--- config.mk ---
export PLATFORM = sky130hd
export DESIGN_NAME = pmx_pin_mux
export DESIGN_NICKNAME = d
export VERILOG_FILES = /design/src/pmx_pkg.sv /design/src/pmx_pad_cell.sv /design/src/pmx_pin_mux.sv
export SDC_FILE = /design/constraint.sdc
export NUM_CORES = 1
export LEC_CHECK = 0
export BUFFER_PORTS_ARGS = -buffer_cell sky130_fd_sc_hd__buf_4
export CAP_MARGIN = 20
export CORE_MARGIN = 4
export CORE_UTILIZATION = 43
export CTS_CLUSTER_SIZE = 20
export DETAILED_ROUTE_END_ITERATION = 10
export GPL_TIMING_DRIVEN = 0
export PLACE_DENSITY = 0.72
export SYNTH_ARGS = -nofsm -noshare
export SYNTH_HDL_FRONTEND = slang
export SYNTH_HIERARCHICAL = 1
export SYNTH_SLANG_ARGS = --single-unit
--- constraint.sdc ---
create_clock -name clk -period 1 [get_ports clk]
set_input_delay 0.25 -clock clk [delete_from_list [all_inputs] [get_ports clk]]
set_output_delay 0.25 -clock clk [all_outputs]
set_load 0.01 [all_outputs]
--- src/pmx_pkg.sv ---
/*
  Package for the decoder / SPI clock pin multiplexer: pad indices,
  function select encodings, and reset values of the control registers.
  Assumes a single 40 MHz clock and synchronous active-high reset.
*/
package pmx_pkg;

  // Number of port C pads handled and their first bit position
  localparam int NUM_C_PADS = 4;
  localparam int PORT_C_BASE_BIT = 4;
  localparam int PORT_E_CLK_BIT = 4;

  // Function chosen for a port C pad
  typedef enum logic [1:0] {
    PMX_FN_DECODER,
    PMX_FN_TIMER,
    PMX_FN_GPIO
  } pmx_fn_t;

  // Reset values: pull-ups on, GPIO direction input, peripheral selected
  localparam logic [3:0] C_PULLUP_RST = 4'hf;
  localparam logic E_PULLUP_RST = 1'b1;
  localparam logic [3:0] C_GPIO_DIR_RST = 4'h0;
  localparam logic [3:0] C_GPIO_OUT_RST = 4'h0;
  localparam logic E_GPIO_DIR_RST = 1'b0;
  localparam logic E_GPIO_OUT_RST = 1'b0;
  localparam logic [7:0] C_FN_SEL_RST = 8'h00;
  localparam logic E_GPIO_SEL_RST = 1'b0;

endpackage : pmx_pkg

--- src/pmx_pad_cell.sv ---
/*
  One multiplexed pad slice: registers the output value, output enable
  and pull-up enable for a pad from the selected function.
  Assumes inputs are already on the clk domain.
*/
`timescale 1ns/1ps
module pmx_pad_cell
(
  input wire logic clk,
  input wire logic rst,
  input wire logic periph_out,
  input wire logic periph_oe,
  input wire logic gpio_sel,
  input wire logic gpio_out,
  input wire logic gpio_dir,
  input wire logic pullup_en,
  output logic pad_out_r,
  output logic pad_oe_r,
  output logic pad_pullup_r
);

  logic pad_out_nxt;
  logic pad_oe_nxt;
  logic pad_pullup_nxt;

  // Choose between peripheral and GPIO drive
  always_comb
  begin
    if (gpio_sel)
    begin
      pad_out_nxt = gpio_out;
      pad_oe_nxt = gpio_dir;
    end
    else
    begin
      pad_out_nxt = periph_out;
      pad_oe_nxt = periph_oe;
    end
    // Pull-up is released while the pad drives, avoiding a fight
    pad_pullup_nxt = pullup_en & ~pad_oe_nxt;
  end

  // Pad registers; reset leaves pad as pulled-up input
  always_ff @(posedge clk)
  begin
    if (rst)
    begin
      pad_out_r <= 1'b0;
      pad_oe_r <= 1'b0;
      pad_pullup_r <= 1'b1;
    end
    else
    begin
      pad_out_r <= pad_out_nxt;
      pad_oe_r <= pad_oe_nxt;
      pad_pullup_r <= pad_pullup_nxt;
    end
  end

endmodule : pmx_pad_cell

--- src/pmx_pin_mux.sv ---
/*
  Pin multiplexer for four port C pads (decoder phase A, phase B, index,
  home / timer A channels 0-3 / GPIO) and the port E SPI clock pad.
  Control bits arrive as plain ports written by software on clk.
  Pad inputs come from pins and are synchronised with two flip-flops.
*/
`timescale 1ns/1ps
module pmx_pin_mux
(
  input wire logic clk,
  input wire logic rst,
  // Software control, same clock domain
  input wire logic ctrl_we,
  input wire logic [7:0] c_fn_sel_wdata,
  input wire logic [3:0] c_gpio_dir_wdata,
  input wire logic [3:0] c_gpio_out_wdata,
  input wire logic [3:0] port_c_pullup_ctrl_wdata,
  input wire logic e_gpio_sel_wdata,
  input wire logic e_gpio_dir_wdata,
  input wire logic e_gpio_out_wdata,
  input wire logic port_e_pullup_ctrl_wdata,
  // Timer A channel drive, channels 0-3
  input wire logic [3:0] timer_a_out,
  input wire logic [3:0] timer_a_oe,
  // SPI side
  input wire logic spi_master_mode,
  input wire logic spi_clk_out,
  // Pad inputs from pins
  input wire logic [3:0] c_pad_in,
  input wire logic e_pad_in,
  // Pad drive
  output logic [3:0] c_pad_out,
  output logic [3:0] c_pad_oe,
  output logic [3:0] c_pad_pullup,
  output logic e_pad_out,
  output logic e_pad_oe,
  output logic e_pad_pullup,
  // Peripheral inputs
  output logic decoder_phase_a_in,
  output logic decoder_phase_b_in,
  output logic decoder_index_in,
  output logic decoder_home_in,
  output logic [3:0] timer_a_in,
  output logic spi_serial_clock_pad,
  // Readback
  output logic [3:0] port_c_gpio_in,
  output logic port_e_gpio_in,
  output logic [7:0] c_fn_sel_rd,
  output logic [3:0] port_c_pullup_ctrl,
  output logic port_e_pullup_ctrl
);

  // Control registers
  logic [7:0] c_fn_sel_r;
  logic [7:0] c_fn_sel_nxt;
  logic [3:0] c_gpio_dir_r;
  logic [3:0] c_gpio_dir_nxt;
  logic [3:0] c_gpio_out_r;
  logic [3:0] c_gpio_out_nxt;
  logic [3:0] c_pullup_r;
  logic [3:0] c_pullup_nxt;
  logic e_gpio_sel_r;
  logic e_gpio_sel_nxt;
  logic e_gpio_dir_r;
  logic e_gpio_dir_nxt;
  logic e_gpio_out_r;
  logic e_gpio_out_nxt;
  logic e_pullup_r;
  logic e_pullup_nxt;

  // Synchronisers and routed inputs
  logic [4:0] sync1_r;
  logic [4:0] sync2_r;
  logic [3:0] dec_in_r;
  logic [3:0] dec_in_nxt;
  logic [3:0] tmr_in_r;
  logic [3:0] tmr_in_nxt;
  logic spi_clk_in_r;
  logic spi_clk_in_nxt;
  logic [3:0] c_gpio_in_r;
  logic e_gpio_in_r;

  // Per-pad peripheral drive for port C
  logic [3:0] c_periph_out;
  logic [3:0] c_periph_oe;
  logic [3:0] c_is_gpio;

  // Decode a pad's two-bit function field
  function automatic pmx_pkg::pmx_fn_t pad_fn(input logic [7:0] sel,
                                              input int idx);
    logic [1:0] f;
    f = sel[2*idx +: 2];
    case (f)
      2'h1: pad_fn = pmx_pkg::PMX_FN_TIMER;
      2'h2: pad_fn = pmx_pkg::PMX_FN_GPIO;
      default: pad_fn = pmx_pkg::PMX_FN_DECODER;
    endcase
  endfunction : pad_fn

  // Next values of the control registers
  always_comb
  begin
    c_fn_sel_nxt = c_fn_sel_r;
    c_gpio_dir_nxt = c_gpio_dir_r;
    c_gpio_out_nxt = c_gpio_out_r;
    c_pullup_nxt = c_pullup_r;
    e_gpio_sel_nxt = e_gpio_sel_r;
    e_gpio_dir_nxt = e_gpio_dir_r;
    e_gpio_out_nxt = e_gpio_out_r;
    e_pullup_nxt = e_pullup_r;
    if (ctrl_we)
    begin
      c_fn_sel_nxt = c_fn_sel_wdata;
      e_gpio_sel_nxt = e_gpio_sel_wdata;
      c_gpio_dir_nxt = c_gpio_dir_wdata;
      e_gpio_dir_nxt = e_gpio_dir_wdata;
      c_gpio_out_nxt = c_gpio_out_wdata;
      e_gpio_out_nxt = e_gpio_out_wdata;
      c_pullup_nxt = port_c_pullup_ctrl_wdata;
      e_pullup_nxt = port_e_pullup_ctrl_wdata;
    end
  end

  // Control registers; reset selects decoder and SPI clock, pull-ups on
  always_ff @(posedge clk)
  begin
    if (rst)
    begin
      c_fn_sel_r <= pmx_pkg::C_FN_SEL_RST;
      e_gpio_sel_r <= pmx_pkg::E_GPIO_SEL_RST;
      c_gpio_dir_r <= pmx_pkg::C_GPIO_DIR_RST;
      c_gpio_out_r <= pmx_pkg::C_GPIO_OUT_RST;
      c_pullup_r <= pmx_pkg::C_PULLUP_RST;
      e_pullup_r <= pmx_pkg::E_PULLUP_RST;
      e_gpio_dir_r <= pmx_pkg::E_GPIO_DIR_RST;
      e_gpio_out_r <= pmx_pkg::E_GPIO_OUT_RST;
    end
    else
    begin
      c_fn_sel_r <= c_fn_sel_nxt;
      e_gpio_sel_r <= e_gpio_sel_nxt;
      c_gpio_dir_r <= c_gpio_dir_nxt;
      c_gpio_out_r <= c_gpio_out_nxt;
      c_pullup_r <= c_pullup_nxt;
      e_pullup_r <= e_pullup_nxt;
      e_gpio_dir_r <= e_gpio_dir_nxt;
      e_gpio_out_r <= e_gpio_out_nxt;
    end
  end

  // Pins are asynchronous: two flops before any logic looks at them
  always_ff @(posedge clk)
  begin
    if (rst)
    begin
      sync1_r <= 5'h00;
      sync2_r <= 5'h00;
    end
    else
    begin
      sync1_r <= {e_pad_in, c_pad_in};
      sync2_r <= sync1_r;
    end
  end

  // Peripheral drive per port C pad; decoder inputs never drive
  always_comb
  begin
    for (int i = 0; i < pmx_pkg::NUM_C_PADS; i++)
    begin
      // Timer A channel i on pad i
      c_periph_out[i] = timer_a_out[i];
      c_periph_oe[i] = 1'b0;
      c_is_gpio[i] = 1'b0;
      case (pad_fn(c_fn_sel_r, i))
        pmx_pkg::PMX_FN_TIMER: c_periph_oe[i] = timer_a_oe[i];
        pmx_pkg::PMX_FN_GPIO: c_is_gpio[i] = 1'b1;
        default: c_periph_oe[i] = 1'b0;
      endcase
    end
  end

  // Route synchronised pad levels to the selected function only
  always_comb
  begin
    dec_in_nxt = dec_in_r;
    tmr_in_nxt = tmr_in_r;
    for (int i = 0; i < pmx_pkg::NUM_C_PADS; i++)
    begin
      case (pad_fn(c_fn_sel_r, i))
        pmx_pkg::PMX_FN_DECODER: dec_in_nxt[i] = sync2_r[i];
        pmx_pkg::PMX_FN_TIMER: tmr_in_nxt[i] = sync2_r[i];
        default: dec_in_nxt[i] = dec_in_r[i];
      endcase
    end
    // Holds last level while in GPIO, so the SPI sees no false edges
    spi_clk_in_nxt = e_gpio_sel_r ? spi_clk_in_r : sync2_r[4];
  end

  // Routed input registers
  always_ff @(posedge clk)
  begin
    if (rst)
    begin
      dec_in_r <= 4'h0;
      tmr_in_r <= 4'h0;
      spi_clk_in_r <= 1'b0;
      c_gpio_in_r <= 4'h0;
      e_gpio_in_r <= 1'b0;
    end
    else
    begin
      dec_in_r <= dec_in_nxt;
      tmr_in_r <= tmr_in_nxt;
      spi_clk_in_r <= spi_clk_in_nxt;
      c_gpio_in_r <= sync2_r[3:0];
      e_gpio_in_r <= sync2_r[4];
    end
  end

  // Port C pad slices
  for (genvar g = 0; g < pmx_pkg::NUM_C_PADS; g++)
  begin : g_c_pad
    pmx_pad_cell u_cell
    (
      .clk(clk),
      .rst(rst),
      .periph_out(c_periph_out[g]),
      .periph_oe(c_periph_oe[g]),
      .gpio_sel(c_is_gpio[g]),
      .gpio_out(c_gpio_out_r[g]),
      .gpio_dir(c_gpio_dir_r[g]),
      .pullup_en(c_pullup_r[g]),
      .pad_out_r(c_pad_out[g]),
      .pad_oe_r(c_pad_oe[g]),
      .pad_pullup_r(c_pad_pullup[g])
    );
  end

  // SPI clock pad slice
  // Master drives, slave listens
  pmx_pad_cell u_e_cell
  (
    .clk(clk),
    .rst(rst),
    .periph_out(spi_clk_out),
    .periph_oe(spi_master_mode),
    .gpio_sel(e_gpio_sel_r),
    .gpio_out(e_gpio_out_r),
    .gpio_dir(e_gpio_dir_r),
    .pullup_en(e_pullup_r),
    .pad_out_r(e_pad_out),
    .pad_oe_r(e_pad_oe),
    .pad_pullup_r(e_pad_pullup)
  );

  // Outputs straight from flops
  assign decoder_phase_a_in = dec_in_r[0];
  assign decoder_phase_b_in = dec_in_r[1];
  assign decoder_index_in = dec_in_r[2];
  assign decoder_home_in = dec_in_r[3];
  assign timer_a_in = tmr_in_r;
  assign spi_serial_clock_pad = spi_clk_in_r;
  assign port_c_gpio_in = c_gpio_in_r;
  assign port_e_gpio_in = e_gpio_in_r;
  assign c_fn_sel_rd = c_fn_sel_r;
  assign port_c_pullup_ctrl = c_pullup_r;
  assign port_e_pullup_ctrl = e_pullup_r;

endmodule : pmx_pin_mux

==> reports/qor.csv, run 1 <==
stage,metric,value,unit
status,status,finished with violations,
status,failing checks,setup timing,
setup_path,CP arrival,1.34,ns
pwr,P_leak,1.59,nW
grt,first-pass GRT wire length,8420,um
logic_synthesis,register bit total from synthesis,63,
final_layout,cell area after layout,3580,um^2
clock_network,CTS tree,yes,
clock_network,clock latency on the worst-skew pair,0.32,ns
clock_network,clock sinks,63,
setup_path,R2R cell count,5,
final_layout,final std cells w/o fill,371,
final_layout,# diodes,0,
route,WL final,5190,um
sta,Layout Skew,0.00344,ns
route,via count,1676,
grt,initial antenna violation count,0,
clock_network,clk root buf,clkbuf_8,
logic_synthesis,"top cells by area, synth","dfxtp_1 57%, mux2i_1 17%, nor2_1 6.4%",
route,via-per-instance ratio,4.52,
placement,DPL Wire Length,3590,um
placement,placed cell area,2950,um^2
sta,Fin. Hold Viols,0,
setup_path,Critical Path RT,1.26,ns
placement,I/O Buffers,83,
final_layout,layout cell share with drive strength beyond 1,56.9,%
route,Routed Antenna Nets,0,
worst_hold_path,Worst Hold Class,input pin to flip-flop,
route,initial DRC count,35,
die,Initial Util,45.6,%
die,Core Box Area,4880,um^2
sta,RSZ-0062 raised after global routing,yes,
setup_path,CP startpoint kind,flip-flop,
pwr,PD cells,1530,nW/um^2
logic_synthesis,Synth top area share,56.7,%
route,drt pass-1 iters,4,
die,die height,79.9,um
logic_synthesis,Mean Syn Cell Area,11.3,um^2
sta,Max Clk Rate,931,MHz
sta,final period utilization,107,%
setup_path,Max Fanout on Critical Path,4,
grt,vias in the first global route,1760,
logic_synthesis,Synth Instances,197,
final_layout,fin nets,350,
logic_synthesis,register area share after synthesis,56.7,%
sta,minimum clock period after layout,1.07,ns
route,wire per inst,14.0,um
sta,Worst slew margin,63.1,%
logic_synthesis,post-synthesis net count,247,
final_layout,Reg area,1330,um^2
sta,final setup vio count,31,
clock_network,clk slew on worst S/H paths,0.06,ns
sta,max-slew violations,0,
die,die area,6380,um^2
clock_network,Num CTS Buffers,9,
die,row cnt,25,
worst_hold_path,WHS Path Cells,2,
setup_path,critical path class,flip-flop to flip-flop,
final_layout,synthesis-to-layout area growth,60.9,%
logic_synthesis,cell type with the largest total area after synthesis,dfxtp_1,
die,die width,79.9,um
logic_synthesis,Synth cell types,14,
pwr,maximum vdd drop,0.00101,V
flow_run,max cap viols,0,
die,io pins,84,
logic_synthesis,mapped cell area,2220,um^2
final_layout,Fillers,370,
logic_synthesis,count of warnings emitted by yosys,6,
placement,Post-Place Cells,347,
sta,slew of the pin with the lowest slew margin,0.553,ns
grt,total grt overflow,0,
final_layout,Largest register FFs,8,
sta,final setup margin,-0.0744,ns
clock_network,CTS H-tree depth,3,
clock_network,Hold Buf Count CTS,0,
grt,largest net degree at the start of global routing,19,
clock_network,Max clock buf depth,2,
route,Post-route DRC,0,
setup_path,CP Capture Type,flip-flop,
grt,GRT Overall Usage,17.5,%
placement,final RePlAce weighted congestion,0.727,
final_layout,area of the multi-input gates,1010,um^2
==> area by class of cell <==
cell class | instances | area share (%)
plain buffers | 8 | 2.06
clock buffers | 15 | 4.93
inverters | 8 | 1.26
multi-input cells | 118 | 28.2
flip-flops and latches | 63 | 37.1
well taps | 67 | 2.34
repair buffers | 92 | 24.0
==> path summary, 6_finish.rpt <==
kind | from | endpoint | slack (ns)
max | c_fn_sel_rd[3] | g_c_pad[1].u_cell/pad_pullup_r | -0.07
min | port_e_pullup_ctrl_wdata | port_e_pullup_ctrl | 0.14
max reg2reg | c_fn_sel_rd[3] | g_c_pad[1].u_cell/pad_pullup_r | -0.07
min reg2reg | sync1_r[0] | sync2_r[0] | 0.44
==> critical path, stage by stage, from the launching register on <==
cell and delay [ns]:
dfxtp_4 0.39, inv_4 0.04, ha_4 0.14, and2_4 0.14, mux2i_4 0.18, a21o_1 0.13
==> metal layers <==
layer	wire [um]	track usage, %
met1	2200	20.7
met2	2690	29.7
met3	219	4.29
met4	79	7.60
met5	0	0
==> stage by stage <==
stage | setup TNS (ns) | hold slack, ns | setup slack [ns] | power, mW | utilization, %
floorplan | -0.0164 | 0.322 | -0.00409 | 3.07 | -
global placement | -6.89 | 0.417 | -0.182 | 3.39 | 60.5
detailed placement | -7.22 | 0.431 | -0.229 | 3.40 | 60.5
CTS | -1.65 | 0.120 | -0.0734 | 5.46 | 71.1
global route | -2.97 | 0.134 | -0.115 | 5.72 | 73.3
finish | -1.08 | 0.136 | -0.0744 | 5.48 | 73.3
==> cells in the final DEF, fill, tap and decap left out <==
cell / count
dfxtp_2: 30
buf_6: 46
inv_2: 2
buf_2: 3
nor2_1: 38
ha_4: 8
dfxtp_1: 25
mux2i_4: 3
a21o_1: 5
buf_4: 47
clkbuf_8: 12
and2_4: 4
mux2i_1: 34
mux2i_2: 1
and2b_4: 1
buf_12: 2
dfxtp_4: 8
nor2b_1: 19
clkbuf_1: 5
a211o_1: 5
inv_4: 6
==> where the power goes <==
group          leakage (nW)  switching (mW)  internal, mW  total [mW]
sequential            0.532           0.104          2.64        2.75
clock                0.0898           0.857          1.09        1.95
combinational         0.969           0.290         0.489       0.779
total                  1.59            1.25          4.23        5.48
==> synth_stat cells <==
| master | instances |
|---|---|
| buf_12 | 2 |
| mux2i_1 | 38 |
| clkbuf_1 | 2 |
| inv_1 | 8 |
| nor2b_1 | 19 |
| a21o_1 | 5 |
| nor2_1 | 38 |
| and2b_4 | 1 |
| buf_6 | 1 |
| and2_1 | 4 |
| buf_2 | 3 |
| dfxtp_1 | 63 |
| a211o_1 | 5 |
| ha_1 | 8 |
==> cell families (layout without fill, tap and decap cells) <==
| family | after synthesis | count (layout) | synth area share [%] |
|---|---|---|---|
| buffers and inverters | 16 | 123 | 4.67 |
| muxes | 38 | 38 | 17.1 |
| and+or+nand+nor | 62 | 62 | 13.3 |
| adders and majority gates | 8 | 8 | 4.50 |
| DFF | 63 | 63 | 56.7 |
| AOI/OAI and AO/OA | 10 | 10 | 3.66 |
==> timing repair <==
action,4_1_cts,5_1_grt
gates resized for setup,88,28
buffers inserted,8,1
pin swaps,9,13
endpoints found under the setup margin,54,60
Power figures use the tool's default switching activity.
==> inputs of run 2 (changes only) <==
Settings changed: GPL_TIMING_DRIVEN 0 to default.
==> reports/qor.csv, run 2 (synthesized netlist as in run 1, its figures left out) <==
stage,metric,value,unit,change
grt,largest net degree at the start of global routing,24,,+5
final_layout,synthesis-to-layout area growth,68.5,%,
pwr,NetSw,1.35,mW,+8.1%
sta,slew of the pin with the lowest slew margin,0.259,ns,-0.294 ns
pwr,Comb power frac,14.9,%,+0.7 points
sta,minimum clock period after layout,1.16,ns,+0.0863 ns
clock_network,clk slew on worst S/H paths,0.07,ns,about the same
placement,Post-Place Cells,356,,+2.6%
pwr,P_leak,1.70,nW,+6.9%
status,status,finished with violations,,
status,failing checks,setup timing,,
sta,final period utilization,116,%,+8.6 points
route,via-per-instance ratio,4.57,,+1.2%
setup_path,CP Buf/Inv Count,2,,+1
route,via count,1760,,+5.0%
die,die area,6380,um^2,unchanged
flow_run,max cap viols,0,,unchanged
route,WL final,5680,um,+9.5%
sta,Worst slew margin,82.7,%,+20 points
setup_path,crit-path max cell delay,0.34,ns,-0.05 ns
placement,final RePlAce weighted congestion,0.726,,-0.17%
route,Post-route DRC,0,,unchanged
sta,Max Clk Rate,862,MHz,-7.4%
clock_network,CTS tree,yes,,
sta,Fin. Hold Viols,0,,unchanged
clock_network,CTS H-tree depth,3,,unchanged
grt,total grt overflow,0,,unchanged
setup_path,CP max-delay cell,dfxtp_2,,
pwr,maximum vdd drop,0.00104,V,+2.7%
clock_network,clk root buf,clkbuf_8,,
placement,pre-CTS setup slack,-0.0567,ns,+0.172 ns
setup_path,"most used cell, CP",buf_6,,
sta,final setup margin,-0.161,ns,-0.0863 ns
clock_network,clock latency on the worst-skew pair,0.34,ns,+0.02 ns
sta,max-slew violations,0,,unchanged
die,io pins,84,,unchanged
setup_path,critical path class,flip-flop to output port,,
route,wire per inst,14.8,um,+5.5%
final_layout,"most common cell after layout, fill and taps aside",buf_6,,
placement,I/O Buffers,83,,unchanged
setup_path,CP arrival,0.91,ns,-0.43 ns
sta,final setup vio count,57,,+84%
sta,RSZ-0062 raised after global routing,yes,,
final_layout,layout cell share with drive strength beyond 1,60.4,%,+3.5 points
grt,initial antenna violation count,0,,unchanged
route,drt pass-1 iters,4,,unchanged
die,die height,79.9,um,unchanged
route,initial DRC count,38,,+8.6%
die,Initial Util,45.6,%,unchanged
worst_hold_path,Worst Hold Class,input pin to flip-flop,,
clock_network,clock sinks,63,,unchanged
setup_path,Max Fanout on Critical Path,2,,-2
setup_path,CP startpoint kind,flip-flop,,
route,Routed Antenna Nets,0,,unchanged
final_layout,final std cells w/o fill,385,,+3.8%
placement,DPL Wire Length,3620,um,+0.71%
final_layout,# diodes,0,,unchanged
grt,vias in the first global route,1806,,+2.6%
setup_path,CP Capture Type,output port,,
grt,first-pass GRT wire length,8800,um,+4.5%
final_layout,cell area after layout,3750,um^2,+4.8%
pwr,clock network power share,38.7,%,+3.1 points
sta,Sum Neg Setup Slack,-3.07,ns,-1.99 ns
sta,Layout Skew,0.0110,ns,+0.00757 ns
clock_network,Num CTS Buffers,9,,unchanged
clock_network,Max clock buf depth,2,,unchanged
die,row cnt,25,,unchanged
final_layout,Fillers,345,,-6.8%
die,die width,79.9,um,unchanged
final_layout,Largest register FFs,8,,unchanged
pwr,Pwr Total,5.90,mW,+7.8%
grt,GRT Overall Usage,18.6,%,+1.2 points
setup_path,Critical Path RT,0.75,ns,-0.51 ns
pwr,PD cells,1580,nW/um^2,+2.9%
die,Core Box Area,4880,um^2,unchanged
setup_path,CP top delay family,flip-flops,,
final_layout,most frequent cells in the layout,"58 x buf_6, 52 x buf_4, 39 x dfxtp_2, 38 x nor2_1, 33 x mux2i_1",,
final_layout,fin nets,363,,+3.7%
pwr,P_int,4.55,mW,+7.7%
pwr,Flop pwr share,46.4,%,-3.8 points
setup_path,critical-path cell list,"buf_6, buf_6",,
pwr,Sw Ratio,22.9,%,+0.062 points
placement,placed cell area,3040,um^2,+3.1%
[run 2: cell count changes in the layout (fill, tap and decap cells not counted), moves of 3 or more]
cell / previous run / this run
buf_2: 3 / 0
buf_4: 47 / 52
buf_6: 46 / 58
clkbuf_1: 5 / 1
dfxtp_2: 30 / 39
dfxtp_4: 8 / 1
[run 2: layout make-up]
| class | instances | area [um^2] | area share [%] |
|---|---|---|---|
| inverters | 8 | 42.5 | 1.14 |
| flip-flops and latches | 63 | 1310 | 35.1 |
| multi-input cells | 118 | 995 | 26.5 |
| clock inverters | 3 | 40.0 | 1.07 |
| well taps | 67 | 83.8 | 2.24 |
| repair buffers | 113 | 1100 | 29.4 |
| clock buffers | 13 | 169 | 4.51 |
[run 2: what timing repair did]
action	in CTS	in global routing
resized for setup	96	24
pin swaps	8	10
hold buffers	0	0
buffers inserted	12	1
hold endpoints to repair	0	0
setup endpoints to repair	52	62
[run 2: power groups by stage]
| stage | clock network (mW) | logic, mW | registers (mW) |
|---|---|---|---|
| floorplan | 0 | 0.277 | 2.80 |
| global route | 2.44 | 0.952 | 2.75 |
| global placement | 0 | 0.663 | 2.76 |
| finish | 2.29 | 0.883 | 2.74 |
| detailed placement | 0 | 0.673 | 2.77 |
| CTS | 2.32 | 0.827 | 2.73 |
[run 2: final timing paths]
kind / startpoint / endpoint / slack, ns / cells past startpoint
worst max register to register: c_fn_sel_rd[7] / g_c_pad[3].u_cell/pad_pullup_r / -0.14 / 6
worst max-delay path: c_fn_sel_rd[0] / c_fn_sel_rd[0] / -0.16 / 2
worst min-delay path: c_pad_in[0] / sync1_r[0] / 0.11 / 2
worst min register to register: sync1_r[2] / sync2_r[2] / 0.44 / 1
[run 2: through the flow]
| step | hold WS [ns] | utilization (%) |
|---|---|---|
| 6_report | 0.113 | 76.8 |
| 5_1_grt | 0.107 | 76.8 |
| 4_1_cts | 0.104 | 74.7 |
| 3_5_place_dp | 0.426 | 62.3 |
| 3_3_place_gp | 0.417 | 62.3 |
| 2_1_floorplan | 0.322 | - |
[run 2: metal layers]
layer	vias up	global-route usage, %	wire [um]
li1	876	-	-
met1	818	20.2	2190
met2	53	32.0	3030
met3	13	5.76	331
met4	0	10.3	129
met5	-	0	0
[run 2: worst register-to-register path, cell delays in order (launching register included)]
cell	delay, ns
dfxtp_2	0.35
buf_6	0.12
inv_4	0.04
ha_4	0.15
and2_4	0.13
mux2i_2	0.17
a21o_1	0.13
